### config.mk
export PLATFORM = sky130hd
export DESIGN_NAME = ipl_top
export DESIGN_NICKNAME = d
export VERILOG_FILES = /design/src/hdl/ipl_pkg.sv /design/src/hdl/ipl_top.sv /design/src/hdl/ipl_mask_resolver.sv /design/src/hdl/ipl_slow_div.sv
export SDC_FILE = /design/constraint.sdc
export NUM_CORES = 1
export LEC_CHECK = 0
export ABC_AREA = 1
export BUFFER_PORTS_ARGS = -buffer_cell sky130_fd_sc_hd__buf_2
export CAP_MARGIN = 20
export CORE_ASPECT_RATIO = 0.9
export CORE_MARGIN = 3
export CORE_UTILIZATION = 40
export CTS_BUF_LIST = sky130_fd_sc_hd__clkbuf_8
export DETAILED_ROUTE_END_ITERATION = 6
export PLACE_DENSITY = 0.7
export SLEW_MARGIN = 20
export SYNTH_ARGS = -nofsm -noshare
export SYNTH_HDL_FRONTEND = slang
export SYNTH_SLANG_ARGS = --single-unit
### constraint.sdc
create_clock -name i_mclk -period 1.7 [get_ports i_mclk]
set_input_delay 0.17 -clock i_mclk [delete_from_list [all_inputs] [get_ports i_mclk]]
set_output_delay 0.17 -clock i_mclk [all_outputs]
set_load 0.01 [all_outputs]
### src/hdl/ipl_pkg.sv
// ipl_pkg: shared constants for the interrupt priority and low-power block
// assumes one 25 MHz clock, registers reached over avalon-mm
package ipl_pkg;
  // ==========================================================
  // register map (word offsets as byte addresses)
  localparam logic [3:0] ADDR_PROMOTE   = 4'h0;
  localparam logic [3:0] ADDR_OPTIONS   = 4'h4;
  localparam logic [3:0] ADDR_OPTIONS3  = 4'h8;
  localparam logic [3:0] ADDR_STATUS    = 4'hC;
  // ==========================================================
  // field positions and reset values
  localparam int OPT_DELAY_BIT   = 4;
  localparam int OPT_CME_BIT     = 3;
  localparam int OPT_FORCED_CLOCK_MONITOR_ENABLE_BIT    = 0;
  localparam int SYSTEM_OPTIONS_THREE_SLOW_BIT   = 0;
  localparam logic [4:0] PROMOTE_RST = 5'h06;
  localparam logic [7:0] OPTIONS_RST = 8'h10;
  // ==========================================================
  // counts
  localparam int WRITE_ONCE_CYCLES = 64;
  localparam int SLOW_DIV          = 16;
  localparam int OSC_STAB_DEFAULT  = 4064;
  localparam int NUM_MASK_SRC      = 15;
  localparam logic [4:0] CODE_FIRST = 5'h06;
  localparam logic [4:0] CODE_LAST  = 5'h14;
  // ==========================================================
  // winners of the non-maskable ladder
  typedef enum logic [2:0] {
    IPL_NMI_NONE, IPL_NMI_RESET, IPL_NMI_CLKMON, IPL_NMI_WDOG,
    IPL_NMI_PIN, IPL_NMI_ILLOP, IPL_NMI_TRAP
  } ipl_nmi_t;
endpackage

### src/hdl/ipl_top.sv
// ipl_top: reset and interrupt priority, wait, stop and slow mode control
// assumes the core signals instruction boundaries and wait/stop opcodes
//
// The address map and the Avalon-MM slave port are this design's own decisions.
`timescale 1ns/1ps
module ipl_top
  import ipl_pkg::*;
#(
  parameter int OSC_STAB_CYCLES = OSC_STAB_DEFAULT
) (
  // clock and reset
  input  wire logic        i_mclk,
  input  wire logic        i_rst,
  input  wire logic        i_por,
  // avalon-mm slave
  input  wire logic [3:0]  i_avs_address,
  input  wire logic        i_avs_read,
  input  wire logic        i_avs_write,
  input  wire logic [31:0] i_avs_writedata,
  input  wire logic [3:0]  i_avs_byteenable,
  output logic [31:0]      o_avs_readdata,
  output logic             o_avs_waitrequest,
  output logic [1:0]       o_avs_response,
  // pins
  input  wire logic        i_irq_n,
  input  wire logic        i_nonmaskable_request_pin_n,
  input  wire logic        i_reset_pin_n,
  // core status
  input  wire logic        i_inst_boundary,
  input  wire logic        i_wait_instruction,
  input  wire logic        i_stop_instruction,
  input  wire logic        i_stack_done,
  input  wire logic        i_ccr_i,
  input  wire logic        i_ccr_x,
  input  wire logic        i_ccr_s,
  input  wire logic        i_special_mode,
  input  wire logic        i_irq_edge_pending,
  // sources
  input  wire logic        i_clkmon_fail,
  input  wire logic        i_watchdog_fail,
  input  wire logic        i_watchdog_disable,
  input  wire logic        i_illegal_op,
  input  wire logic        i_software_trap,
  input  wire logic [14:0] i_mask_req,
  // results
  output logic             o_nmi_take,
  output logic [2:0]       o_nmi_src,
  output logic             o_mask_take,
  output logic [3:0]       o_mask_src,
  output logic             o_clkmon_reset,
  // clocking and power
  output logic             o_core_ce,
  output logic             o_timer_run,
  output logic             o_osc_run,
  output logic             o_core_halt,
  output logic             o_stack_read,
  output logic             o_wake_resume
);
  import ipl_pkg::*;

  typedef enum logic [2:0] {
    IPL_RUN, IPL_WAIT, IPL_STOP, IPL_STAB
  } ipl_state_t;

  // ==========================================================
  // pin synchronisers
  logic [1:0] irq_s_q;
  logic [1:0] nonmaskable_request_pin_s_q;
  logic [1:0] rstp_s_q;

  always_ff @(posedge i_mclk) begin
    if (i_rst) begin
      irq_s_q  <= 2'h3;
      nonmaskable_request_pin_s_q <= 2'h3;
      rstp_s_q <= 2'h3;
    end else begin
      irq_s_q  <= {irq_s_q[0], i_irq_n};
      nonmaskable_request_pin_s_q <= {nonmaskable_request_pin_s_q[0], i_nonmaskable_request_pin_n};
      rstp_s_q <= {rstp_s_q[0], i_reset_pin_n};
    end
  end

  logic irq_low;
  logic nonmaskable_request_pin_low;
  logic rstp_low;
  assign irq_low  = !irq_s_q[1];
  assign nonmaskable_request_pin_low = !nonmaskable_request_pin_s_q[1];
  assign rstp_low = !rstp_s_q[1];

  // ==========================================================
  // registers
  logic [4:0] promote_q;
  logic [7:0] options_q;
  logic       slow_q;
  logic [6:0] boot_cnt_q;
  logic       opt_written_q;
  logic       por_seen_q;
  logic       ack_q;

  logic       bus_wr;
  logic       stop_entry;
  logic       boot_window;
  // writes land only on the accepting edge
  assign bus_wr      = i_avs_write && i_avs_byteenable[0] && ack_q;
  assign boot_window = boot_cnt_q < 7'(WRITE_ONCE_CYCLES);

  always_ff @(posedge i_mclk) begin
    if (i_rst) begin
      promote_q <= PROMOTE_RST;
    end else if (bus_wr && i_avs_address == ADDR_PROMOTE && i_ccr_i) begin
      promote_q <= i_avs_writedata[4:0];
    end
  end

  always_ff @(posedge i_mclk) begin
    if (i_rst) begin
      boot_cnt_q <= 7'h00;
    end else if (boot_window) begin
      boot_cnt_q <= boot_cnt_q + 7'h01;
    end
  end

  always_ff @(posedge i_mclk) begin
    if (i_rst) begin
      options_q     <= OPTIONS_RST;
      opt_written_q <= 1'b0;
    end else if (bus_wr && i_avs_address == ADDR_OPTIONS) begin
      if (i_special_mode || (boot_window && !opt_written_q)) begin
        options_q[OPT_DELAY_BIT] <= i_avs_writedata[OPT_DELAY_BIT];
        opt_written_q            <= 1'b1;
      end
      options_q[OPT_CME_BIT]  <= i_avs_writedata[OPT_CME_BIT];
      options_q[OPT_FORCED_CLOCK_MONITOR_ENABLE_BIT] <= i_avs_writedata[OPT_FORCED_CLOCK_MONITOR_ENABLE_BIT];
    end
  end

  always_ff @(posedge i_mclk) begin
    if (i_rst || stop_entry) begin
      slow_q <= 1'b0;
    end else if (bus_wr && i_avs_address == ADDR_OPTIONS3) begin
      slow_q <= i_avs_writedata[SYSTEM_OPTIONS_THREE_SLOW_BIT];
    end
  end

  // ==========================================================
  // avalon answer: one wait cycle then data
  ipl_state_t state_q;
  logic       mapped;
  assign mapped = i_avs_address == ADDR_PROMOTE || i_avs_address == ADDR_OPTIONS ||
                  i_avs_address == ADDR_OPTIONS3 || i_avs_address == ADDR_STATUS;

  always_ff @(posedge i_mclk) begin
    if (i_rst) begin
      ack_q <= 1'b0;
    end else begin
      ack_q <= (i_avs_read || i_avs_write) && !ack_q;
    end
  end

  assign o_avs_waitrequest = (i_avs_read || i_avs_write) && !ack_q;

  always_ff @(posedge i_mclk) begin
    if (i_rst) begin
      o_avs_readdata <= 32'h0000_0000;
      o_avs_response <= 2'h0;
    end else if (i_avs_read && !ack_q) begin
      o_avs_response <= mapped ? 2'h0 : 2'h2;
      case (i_avs_address)
        ADDR_PROMOTE:  o_avs_readdata <= {27'h0, promote_q};
        ADDR_OPTIONS:  o_avs_readdata <= {24'h0, options_q};
        ADDR_OPTIONS3: o_avs_readdata <= {31'h0, slow_q};
        ADDR_STATUS:   o_avs_readdata <= {28'h0, por_seen_q, state_q};
        default:       o_avs_readdata <= 32'h0000_0000;
      endcase
    end
  end

  // ==========================================================
  // priority resolution
  logic [14:0] mask_gated;
  logic        mask_valid;
  logic [3:0]  mask_idx;
  assign mask_gated = i_ccr_i ? 15'h0000 : i_mask_req;

  ipl_mask_resolver u_res (
    .i_req     (mask_gated),
    .i_promote (promote_q),
    .o_valid   (mask_valid),
    .o_index   (mask_idx)
  );

  ipl_nmi_t nmi_win;
  logic     nonmaskable_request_pin_req;
  assign nonmaskable_request_pin_req = nonmaskable_request_pin_low && !i_ccr_x;

  always_comb begin
    if (i_rst || rstp_low) begin
      nmi_win = IPL_NMI_RESET;
    end else if (i_clkmon_fail || o_clkmon_reset) begin
      nmi_win = IPL_NMI_CLKMON;
    end else if (i_watchdog_fail) begin
      nmi_win = IPL_NMI_WDOG;
    end else if (nonmaskable_request_pin_req) begin
      nmi_win = IPL_NMI_PIN;
    end else if (i_illegal_op) begin
      nmi_win = IPL_NMI_ILLOP;
    end else if (i_software_trap) begin
      nmi_win = IPL_NMI_TRAP;
    end else begin
      nmi_win = IPL_NMI_NONE;
    end
  end

  logic boundary;
  assign boundary = i_inst_boundary || (state_q == IPL_WAIT);

  always_ff @(posedge i_mclk) begin
    if (i_rst) begin
      o_nmi_take  <= 1'b0;
      o_nmi_src   <= 3'h0;
      o_mask_take <= 1'b0;
      o_mask_src  <= 4'h0;
    end else begin
      o_nmi_take  <= boundary && nmi_win != IPL_NMI_NONE;
      o_nmi_src   <= nmi_win;
      o_mask_take <= boundary && nmi_win == IPL_NMI_NONE && mask_valid;
      o_mask_src  <= mask_idx;
    end
  end

  // ==========================================================
  // low-power sequencing
  logic [12:0] stab_cnt_q;
  logic        stop_wake;
  logic        stop_go;
  assign stop_go    = i_stop_instruction && i_inst_boundary && state_q == IPL_RUN;
  assign stop_entry = stop_go && !i_ccr_s;
  assign stop_wake  = rstp_low || nonmaskable_request_pin_low || (!i_ccr_i && (irq_low || i_irq_edge_pending));

  always_ff @(posedge i_mclk) begin
    if (i_rst) begin
      por_seen_q <= 1'b0;
    end else begin
      por_seen_q <= i_por ? 1'b1 : (state_q == IPL_RUN ? 1'b0 : por_seen_q);
    end
  end

  always_ff @(posedge i_mclk) begin
    if (i_rst) begin
      state_q    <= IPL_RUN;
      stab_cnt_q <= 13'h0000;
    end else begin
      case (state_q)
        IPL_RUN: begin
          if (i_por) begin
            state_q    <= IPL_STAB;
            stab_cnt_q <= 13'h0000;
          end else if (stop_entry) begin
            state_q <= IPL_STOP;
          end else if (i_wait_instruction && i_stack_done) begin
            state_q <= IPL_WAIT;
          end
        end
        IPL_WAIT: begin
          if (nmi_win != IPL_NMI_NONE || mask_valid) begin
            state_q <= IPL_RUN;
          end
        end
        IPL_STOP: begin
          if (stop_wake) begin
            stab_cnt_q <= 13'h0000;
            state_q    <= options_q[OPT_DELAY_BIT] ? IPL_STAB : IPL_RUN;
          end
        end
        IPL_STAB: begin
          stab_cnt_q <= stab_cnt_q + 13'h0001;
          if (stab_cnt_q == 13'(OSC_STAB_CYCLES - 1)) begin
            state_q <= IPL_RUN;
          end
        end
        default: state_q <= IPL_RUN;
      endcase
    end
  end

  // clock monitor reset if armed at stop entry
  always_ff @(posedge i_mclk) begin
    if (i_rst) begin
      o_clkmon_reset <= 1'b0;
    end else begin
      o_clkmon_reset <= stop_entry && (options_q[OPT_CME_BIT] || options_q[OPT_FORCED_CLOCK_MONITOR_ENABLE_BIT]);
    end
  end

  // masked nonmaskable pin resumes after the stop opcode
  always_ff @(posedge i_mclk) begin
    if (i_rst) begin
      o_wake_resume <= 1'b0;
    end else begin
      o_wake_resume <= state_q == IPL_STOP && stop_wake && !rstp_low;
    end
  end

  logic run_en;
  assign run_en       = state_q == IPL_RUN;
  assign o_osc_run    = state_q != IPL_STOP;
  assign o_core_halt  = !run_en;
  assign o_stack_read = state_q == IPL_WAIT;
  assign o_timer_run  = state_q == IPL_RUN || state_q == IPL_STAB ||
                        (state_q == IPL_WAIT && !(i_ccr_i && i_watchdog_disable));

  ipl_slow_div u_div (
    .i_mclk (i_mclk),
    .i_rst  (i_rst),
    .i_slow (slow_q),
    .i_run  (run_en),
    .o_ce   (o_core_ce)
  );
endmodule

### src/hdl/ipl_mask_resolver.sv
// ipl_mask_resolver: picks one maskable winner, promoted source first
// assumes requests already gated by local enables and the inhibit bit
`timescale 1ns/1ps
module ipl_mask_resolver
  import ipl_pkg::*;
(
  // requests
  input  wire logic [14:0] i_req,
  input  wire logic [4:0]  i_promote,
  // result
  output logic             o_valid,
  output logic [3:0]       o_index
);
  logic [3:0] prom_idx;
  logic [3:0] dflt_idx;
  logic       dflt_hit;

  // reserved codes fall back to the external pin
  always_comb begin
    if (i_promote >= CODE_FIRST && i_promote <= CODE_LAST) begin
      prom_idx = 4'(i_promote - CODE_FIRST);
    end else begin
      prom_idx = 4'h0;
    end
  end

  // default order: index 0 highest
  always_comb begin
    dflt_idx = 4'h0;
    dflt_hit = 1'b0;
    for (int k = NUM_MASK_SRC - 1; k >= 0; k--) begin
      if (i_req[k]) begin
        dflt_idx = 4'(k);
        dflt_hit = 1'b1;
      end
    end
  end

  // promoted wins only if it is itself requesting
  assign o_valid = dflt_hit;
  assign o_index = i_req[prom_idx] ? prom_idx : dflt_idx;
endmodule

### src/hdl/ipl_slow_div.sv
// ipl_slow_div: one-cycle enable pulses for the core clock
// assumes i_mclk is the oscillator rate
`timescale 1ns/1ps
module ipl_slow_div
  import ipl_pkg::*;
(
  // clock and reset
  input  wire logic i_mclk,
  input  wire logic i_rst,
  // control
  input  wire logic i_slow,
  input  wire logic i_run,
  // output
  output logic      o_ce
);
  logic [3:0] cnt_q;

  always_ff @(posedge i_mclk) begin
    if (i_rst || !i_slow) begin
      cnt_q <= 4'h0;
    end else begin
      cnt_q <= cnt_q + 4'h1;
    end
  end

  // divide by 16 when slow, every cycle otherwise
  assign o_ce = i_run && (!i_slow || cnt_q == 4'(SLOW_DIV - 1));
endmodule

# == Word-level counts from Yosys, hierarchy flattened ==
# Cells that the tools add are included.
# word_totals
elab_cells,163
regBits,90
inputBits,77
output_inout_bits,51
# classes
order_cmp,4
n_reduce_logical,63
n_addsub,4
n_mux,56
n_eq_ne,14
# ops
cell,count
$mux W4,17
$pmux W13 S3,1
$mux W3,12
$mux W13,2
$logic_and A1 B1 Y1,25
$pmux W5 S4,1
$logic_or A1 B1 Y1,18
$mux W1,18
$mux W15,1
$add A13 B1 Y13 const B,1
$eq A13 B12 Y1 const B,1
$eq A4 B4 Y1 const B,3
$pmux W3 S4,1
$logic_not A1 Y1,11
$add A7 B1 Y7 const B,1
$lt A7 B7 Y1 const B,1
$eq A3 B2 Y1 const B,2
$logic_not A3 Y1,2
$ne A2 B2 Y1 const B,3
$reduce_bool A3 Y1,2
$ge A5 B3 Y1 const B,1
$le A5 B5 Y1 const B,1
$lt A4 B5 Y1 const B,1
$add A4 B1 Y4 const B,1
13 further kinds,14

# == Longest topological paths before layout ==
# logic_depth
word_depth,19
mapped_depth,15
mapped_depth_nobuf,15

# == Hierarchy ==
# From an unflattened synthesis, not the netlist that was laid out.
# hier_totals
hier_cells,552
area_unflattened_um2,3688.5
# by_module_without_submodules
mod,n_inst,area_each_um2,cells_per_inst,seq_area_each_um2
ipl_top,1,2907.8,408,1141.1
ipl_mask_resolver,1,600.6,121,0.0
ipl_slow_div,1,180.2,23,80.1

# == Worst setup path after synthesis ==
# No wires, ideal clock.
# synth_path
kind,flip-flop to flip-flop
from,reg state_q[0]
to,reg stab_cnt_q[12]
path_stages_with_launch,13
path_buffers,0
period_less_slack_ns,1.709
setup_time_ns,0.119
required_time_ns,1.581
arrival_time_ns,1.589
setup_slack_ns,-0.009
cell_sequence,dfxtp_1 > inv_1 > ha_1 > inv_2 > nor2_1 > nor2_1 > nand2_2 > inv_2 > nand3_1 > nor2_1 > nand2_1 > o21ai_0 > a21oi_1
# synth_between
elab_chain_cells,3
elab_cells_between_ends,8
cone_classes,eq/ne: 4; mux: 1; reduce/logical: 3
# synth_lines
element,line,rtl
from (decl),ipl_top.sv:147,ipl_state_t state_q;
from (signal assigned),ipl_top.sv:272,state_q <= options_q[OPT_DELAY_BIT] ? IPL_STAB : IPL_RUN;
$eq A3 B2 Y1 / $logic_not A3 Y1 (equally long branches),ipl_top.sv:253,case (state_q)
$ne A2 B2 Y1 (no source line) / $reduce_bool A3 Y1 (equally long branches),n/a,
$reduce_and A3 Y1 (no source line),n/a,
to (signal assigned),ipl_top.sv:276,stab_cnt_q <= stab_cnt_q + 13'h0001;
to (decl),ipl_top.sv:233,logic [12:0] stab_cnt_q;
# Several ways; a longest one is shown, not always the timed one.
# A chain may end at the register's enable or synchronous reset.

# == Worst setup path after layout ==
# layout_path
from,reg promote_q[1]
to,reg o_mask_src[2]
# layout_between
elab_chain_cells,6
elab_cells_between_ends,8
cone_classes,add/sub: 1; order compare: 2; mux: 4; reduce/logical: 1
# layout_lines
element,line,rtl
from (decl),ipl_top.sv:92,logic [4:0] promote_q;
from (signal assigned),ipl_top.sv:111,promote_q <= i_avs_writedata[4:0];
$ge A5 B3 Y1 / $le A5 B5 Y1 (equally long branches),ipl_mask_resolver.sv:20,if (i_promote >= CODE_FIRST && i_promote <= CODE_LAST) begin
$logic_and A1 B1 Y1,ipl_mask_resolver.sv:20,
$mux W4 *,ipl_mask_resolver.sv:20,
$bmux W1 S4,ipl_mask_resolver.sv:41,assign o_index = i_req[prom_idx] ? prom_idx : dflt_idx;
$mux W1 (not written as such),ipl_mask_resolver.sv:41,
$mux W4 *,ipl_mask_resolver.sv:41,
to (signal assigned),ipl_top.sv:227,o_mask_src <= mask_idx;
to (decl),ipl_top.sv:49,"output logic [3:0] o_mask_src,"
# Mark *: on every way between the ends. The rest lies on a longest branch, timed or not. The select of a mux whose other input is x is not followed.

==> report_table.html <==
<table>
<tr><th>Metric</th><th>Value</th></tr>
<tr><th colspan="2">STA</th></tr>
<tr><td>RSZ-0062 raised after global routing</td><td>yes</td></tr>
<tr><td>Share of the clock period used by the worst path after layout</td><td>102.0%</td></tr>
<tr><td>Minimum setup slack in the final design</td><td>-0.03425 ns</td></tr>
<tr><td>Final critical path time including I/O delays and setup</td><td>1.734 ns</td></tr>
<tr><td>Maximum clock skew at final layout</td><td>0.01513 ns</td></tr>
<tr><td>Final Max Slew Viols</td><td>0</td></tr>
<tr><td>Sum of negative setup slack</td><td>-0.07251 ns</td></tr>
<tr><td>Setup-violating endpoint count in the final report</td><td>4</td></tr>
<tr><td>Final hold violation count</td><td>0</td></tr>
<tr><td>F_max</td><td>576.6 MHz</td></tr>
<tr><th colspan="2">Floorplanning</th></tr>
<tr><td>Core outline area</td><td>8184 sq um</td></tr>
<tr><td>Area enclosed by the die boundary</td><td>9746 sq um</td></tr>
<tr><td>Row count</td><td>31</td></tr>
<tr><td>Die Wd</td><td>103.7 microns</td></tr>
<tr><td>Die extent in y</td><td>93.96 microns</td></tr>
<tr><td>I/O pin count</td><td>128</td></tr>
<tr><td>Starting utilization of the core area</td><td>42.01%</td></tr>
<tr><th colspan="2">GRT</th></tr>
<tr><td>All-Layer GR Usage</td><td>17.52%</td></tr>
<tr><td>Wire length of the first global-routing pass</td><td>14.02 mm</td></tr>
<tr><td>Aggregate global routing overflow</td><td>0</td></tr>
<tr><td>Number of antenna violations at the first check in global routing</td><td>0</td></tr>
<tr><td>Largest net degree at the start of global routing</td><td>27</td></tr>
<tr><td>Number of global-route vias before repair</td><td>3246</td></tr>
<tr><th colspan="2">Setup path</th></tr>
<tr><td>Worst endpoint required time</td><td>1.93 ns</td></tr>
<tr><td>Arrival time at the worst endpoint</td><td>1.96 ns</td></tr>
<tr><td>Crit Path Category</td><td>flip-flop to flip-flop</td></tr>
<tr><td>Origin of the critical flop-to-flop path</td><td>promote_q[1]</td></tr>
<tr><td>Largest stage delay on the critical path</td><td>0.37 ns</td></tr>
<tr><td>Max FO, Critical Path</td><td>6</td></tr>
<tr><td>Slowest CP cell</td><td>dfxtp_4</td></tr>
<tr><td>Cell-by-cell listing of the critical path</td><td>inv_4, ha_4, nand2_2, nand2_2, nand2_4, nand2_8, nand2_8, nor2_4, nand2_1, nand3_2, nand3_2, nand2_4, inv_2, nor2_1, nor2_1</td></tr>
<tr><td>Crit path launch</td><td>promote_q[1]</td></tr>
<tr><td>Startpoint types</td><td>flip-flop</td></tr>
<tr><td>Reg2Reg Depth</td><td>15</td></tr>
<tr><td>Element type at the critical path end</td><td>flip-flop</td></tr>
<tr><th colspan="2">Worst hold path</th></tr>
<tr><td>Hold-critical path depth</td><td>2</td></tr>
<tr><td>HP Class</td><td>input port to flip-flop</td></tr>
<tr><td>Hold Path Origin</td><td>i_reset_pin_n</td></tr>
<tr><th colspan="2">Finish</th></tr>
<tr><td>Final core area utilization</td><td>55.63%</td></tr>
<tr><td>Area growth from synthesis to layout</td><td>32.42%</td></tr>
<tr><td>Fraction of layout instances using a drive strength above 1</td><td>36.23%</td></tr>
<tr><td>Final antenna diode count</td><td>0</td></tr>
<tr><td>Area used by multi-input combinational logic</td><td>2072 sq um</td></tr>
<tr><td>Area used by sequential logic in the layout</td><td>1234 sq um</td></tr>
<tr><td>Post-layout nets</td><td>680</td></tr>
<tr><td>Layout fillers</td><td>769</td></tr>
<tr><th colspan="2">Clocking</th></tr>
<tr><td>Clock-pin slew of the registers on the worst-case setup and hold paths</td><td>0.08 ns</td></tr>
<tr><td>Clk_lat worst skew</td><td>0.34 ns</td></tr>
<tr><td>Max Root-Sink Buffers</td><td>2</td></tr>
<tr><td>TritonCTS clock tree</td><td>built</td></tr>
<tr><td>Number of clock buffers inserted by TritonCTS</td><td>9</td></tr>
<tr><td>Master cell of the clock root buffer</td><td>clkbuf_8</td></tr>
<tr><td>Number of clock sinks seen by CTS</td><td>61</td></tr>
<tr><td>H-Tree Level Count</td><td>3</td></tr>
<tr><th colspan="2">Logic synthesis</th></tr>
<tr><td>Post-synthesis instance total</td><td>485</td></tr>
<tr><td>Yosys Warn Count</td><td>0</td></tr>
<tr><td>Synthesized area per cell</td><td>7.089 sq um</td></tr>
<tr><td>Total standard cell area after synthesis</td><td>3438 sq um</td></tr>
<tr><td>Register area share after synthesis</td><td>35.52%</td></tr>
<tr><td>Flops &amp; latches, synth</td><td>61</td></tr>
<tr><td>Count of cell types in the netlist</td><td>41</td></tr>
<tr><th colspan="2">Routing</th></tr>
<tr><td>Via density</td><td>4.755</td></tr>
<tr><td>Routed wire length</td><td>8.661 mm</td></tr>
<tr><td>Count of routing violations after the opening detailed-route iteration</td><td>137</td></tr>
<tr><td>DRC violation count after routing</td><td>0</td></tr>
<tr><td>Number of detailed-routing iterations run before antenna repair</td><td>4</td></tr>
<tr><td>Total number of vias</td><td>3395</td></tr>
<tr><td>Post-DRT Antenna Nets</td><td>0</td></tr>
<tr><td>Routed len/inst</td><td>12.13 microns</td></tr>
<tr><th colspan="2">Power</th></tr>
<tr><td>Cell area power density</td><td>965.5 nW/um^2</td></tr>
<tr><td>Leakage power of the design</td><td>2.167 nW</td></tr>
<tr><td>Peak supply drop</td><td>0.4297 mV</td></tr>
<tr><th colspan="2">Run status</th></tr>
<tr><td>Violations in the final reports</td><td>setup timing</td></tr>
<tr><td>Result of the run</td><td>complete, but fails checks</td></tr>
<tr><th colspan="2">Placed design</th></tr>
<tr><td>RD Place Congestion</td><td>0.8557</td></tr>
<tr><td>Placement-stage worst setup slack</td><td>-0.1419 ns</td></tr>
<tr><td>Number of port buffers</td><td>69</td></tr>
<tr><td>DPL Wire Length</td><td>6.434 mm</td></tr>
<tr><th colspan="2">Run</th></tr>
<tr><td>Total of max-cap violations</td><td>0</td></tr>
</table>
cell type report:
class,count,share of cell area (%)
flip-flops and latches,61,27.10
well taps,115,3.160
inverters,67,5.743
clock buffers,10,3.023
multi-input cells,352,45.51
repair buffers,103,13.58
clock inverters,6,1.896
critical path: cells and delay by family, from the launching register on:
family / cells / cell delay, ns
fa+ha+maj: 1 / 0.12
buf+inv: 2 / 0.11
flops: 1 / 0.37
simple gates: 12 / 1.02
registers in the layout (all words and copies together) (netlist names), 2 cells and up:
register / cells
boot_cnt_q: 7
irq_s_q: 2
nonmaskable_request_pin_s_q: 2
o_avs_readdata: 5
o_mask_src: 4
o_nmi_src: 3
options_q: 3
promote_q: 5
rstp_s_q: 2
stab_cnt_q: 13
state_q: 2
u_div.cnt_q: 4
metal layers:
metal,wire length (microns),GRT usage [%],vias to the layer above
met5,0,0,-
met4,144,5.980,0
met3,387,5.223,15
met2,4248,30.99,89
met1,3880,20.40,1533
li1,-,-,1758
where the power goes:
| group | leakage, nW | switching [mW] | internal, mW | total, mW |
|---|---|---|---|---|
| registers | 0.499 | 0.0472 | 1.52 | 1.57 |
| logic | 1.56 | 0.780 | 0.613 | 1.39 |
| clock network | 0.112 | 0.572 | 0.862 | 1.43 |
| total | 2.17 | 1.40 | 3.00 | 4.40 |
final timing paths:
check,to,slack (ns)
setup / recovery,o_mask_src[2],-0.03
hold / removal,rstp_s_q[0],0.01
setup reg to reg,o_mask_src[2],-0.03
hold reg to reg,rstp_s_q[1],0.41
synth_stat cells:
cell / instances / share of area (%)
inv_1: 48 / 5.2
dfxtp_1: 61 / 36
nand2_2: 5 / 0.91
o2111ai_1: 1 / 0.25
o211ai_1: 3 / 0.65
o221ai_1: 1 / 0.25
buf_1: 1 / 0.11
o21bai_1: 1 / 0.22
inv_4: 1 / 0.18
nand3_2: 2 / 0.58
nor3_2: 3 / 0.87
nand2_4: 7 / 2.3
o21ai_0: 21 / 3.1
nand4_2: 2 / 0.73
nand2_1: 85 / 9.3
nor2_8: 1 / 0.58
buf_8: 1 / 0.44
nor3_1: 15 / 2.2
buf_4: 29 / 6.3
nor2_2: 1 / 0.18
or2_2: 8 / 1.5
nor2_4: 3 / 0.98
nand4_1: 11 / 2.0
buf_2: 1 / 0.15
nor2_1: 53 / 5.8
o21a_1: 4 / 0.87
ha_1: 9 / 3.3
conb_1: 1 / 0.11
a31oi_1: 3 / 0.55
nand3_1: 35 / 5.1
clkbuf_1: 1 / 0.11
and3_1: 2 / 0.36
o31ai_1: 1 / 0.22
inv_2: 18 / 2.0
o21ai_1: 6 / 0.87
nor4_2: 1 / 0.36
nor4_1: 2 / 0.36
nand3b_1: 1 / 0.22
nor3b_1: 1 / 0.22
a21oi_1: 33 / 4.8
o22ai_1: 2 / 0.36
layout by cell type (no fill, tap or decap), types with 10 or more instances in the layout:
| cell | instances |
|---|---|
| o21ai_0 | 19 |
| conb_1 | 28 |
| clkbuf_8 | 10 |
| nor3_1 | 15 |
| nand2_4 | 10 |
| inv_1 | 44 |
| nand2_1 | 76 |
| inv_2 | 19 |
| dfxtp_1 | 55 |
| nand2_2 | 10 |
| buf_4 | 31 |
| buf_2 | 69 |
| nand3_1 | 23 |
| a21oi_1 | 29 |
| nand3_2 | 12 |
| nand4_1 | 11 |
| nor2_1 | 46 |
stage by stage:
step / hold WS [ns] / power [mW] / cell area (sq um) / std cells
after global routing: -0.0008522 / 4.662 / 4553 / 714
after CTS: 0.01005 / 4.350 / 4403 / 713
final: 0.01103 / 4.396 / 4553 / 714
after global placement: 0.3570 / 2.863 / 4016 / 692
after detailed placement: 0.3550 / 2.897 / 4016 / 692
after floorplan: 0.2539 / 2.367 / 3542 / 512
what timing repair did:
action / 4_1_cts / 5_1_grt
buffers inserted: 2 / 1
setup endpoints to repair: 8 / 16
endpoints found under the hold margin: 2 / 0
hold buffers: 2 / 0
resized for setup: 33 / 37
cloned: 1 / 0
pin swaps: 14 / 19
kinds of logic after synthesis:
family | count (synthesis) | synth area share, %
AOI/OAI and AO/OA | 76 | 12.12
adders and majority gates | 9 | 3.275
buffers and inverters | 100 | 14.52
DFF | 61 | 35.52
other | 1 | 0.1091
and+or+nand+nor | 238 | 34.46
Note: power is estimated with default switching activity, not from simulation.
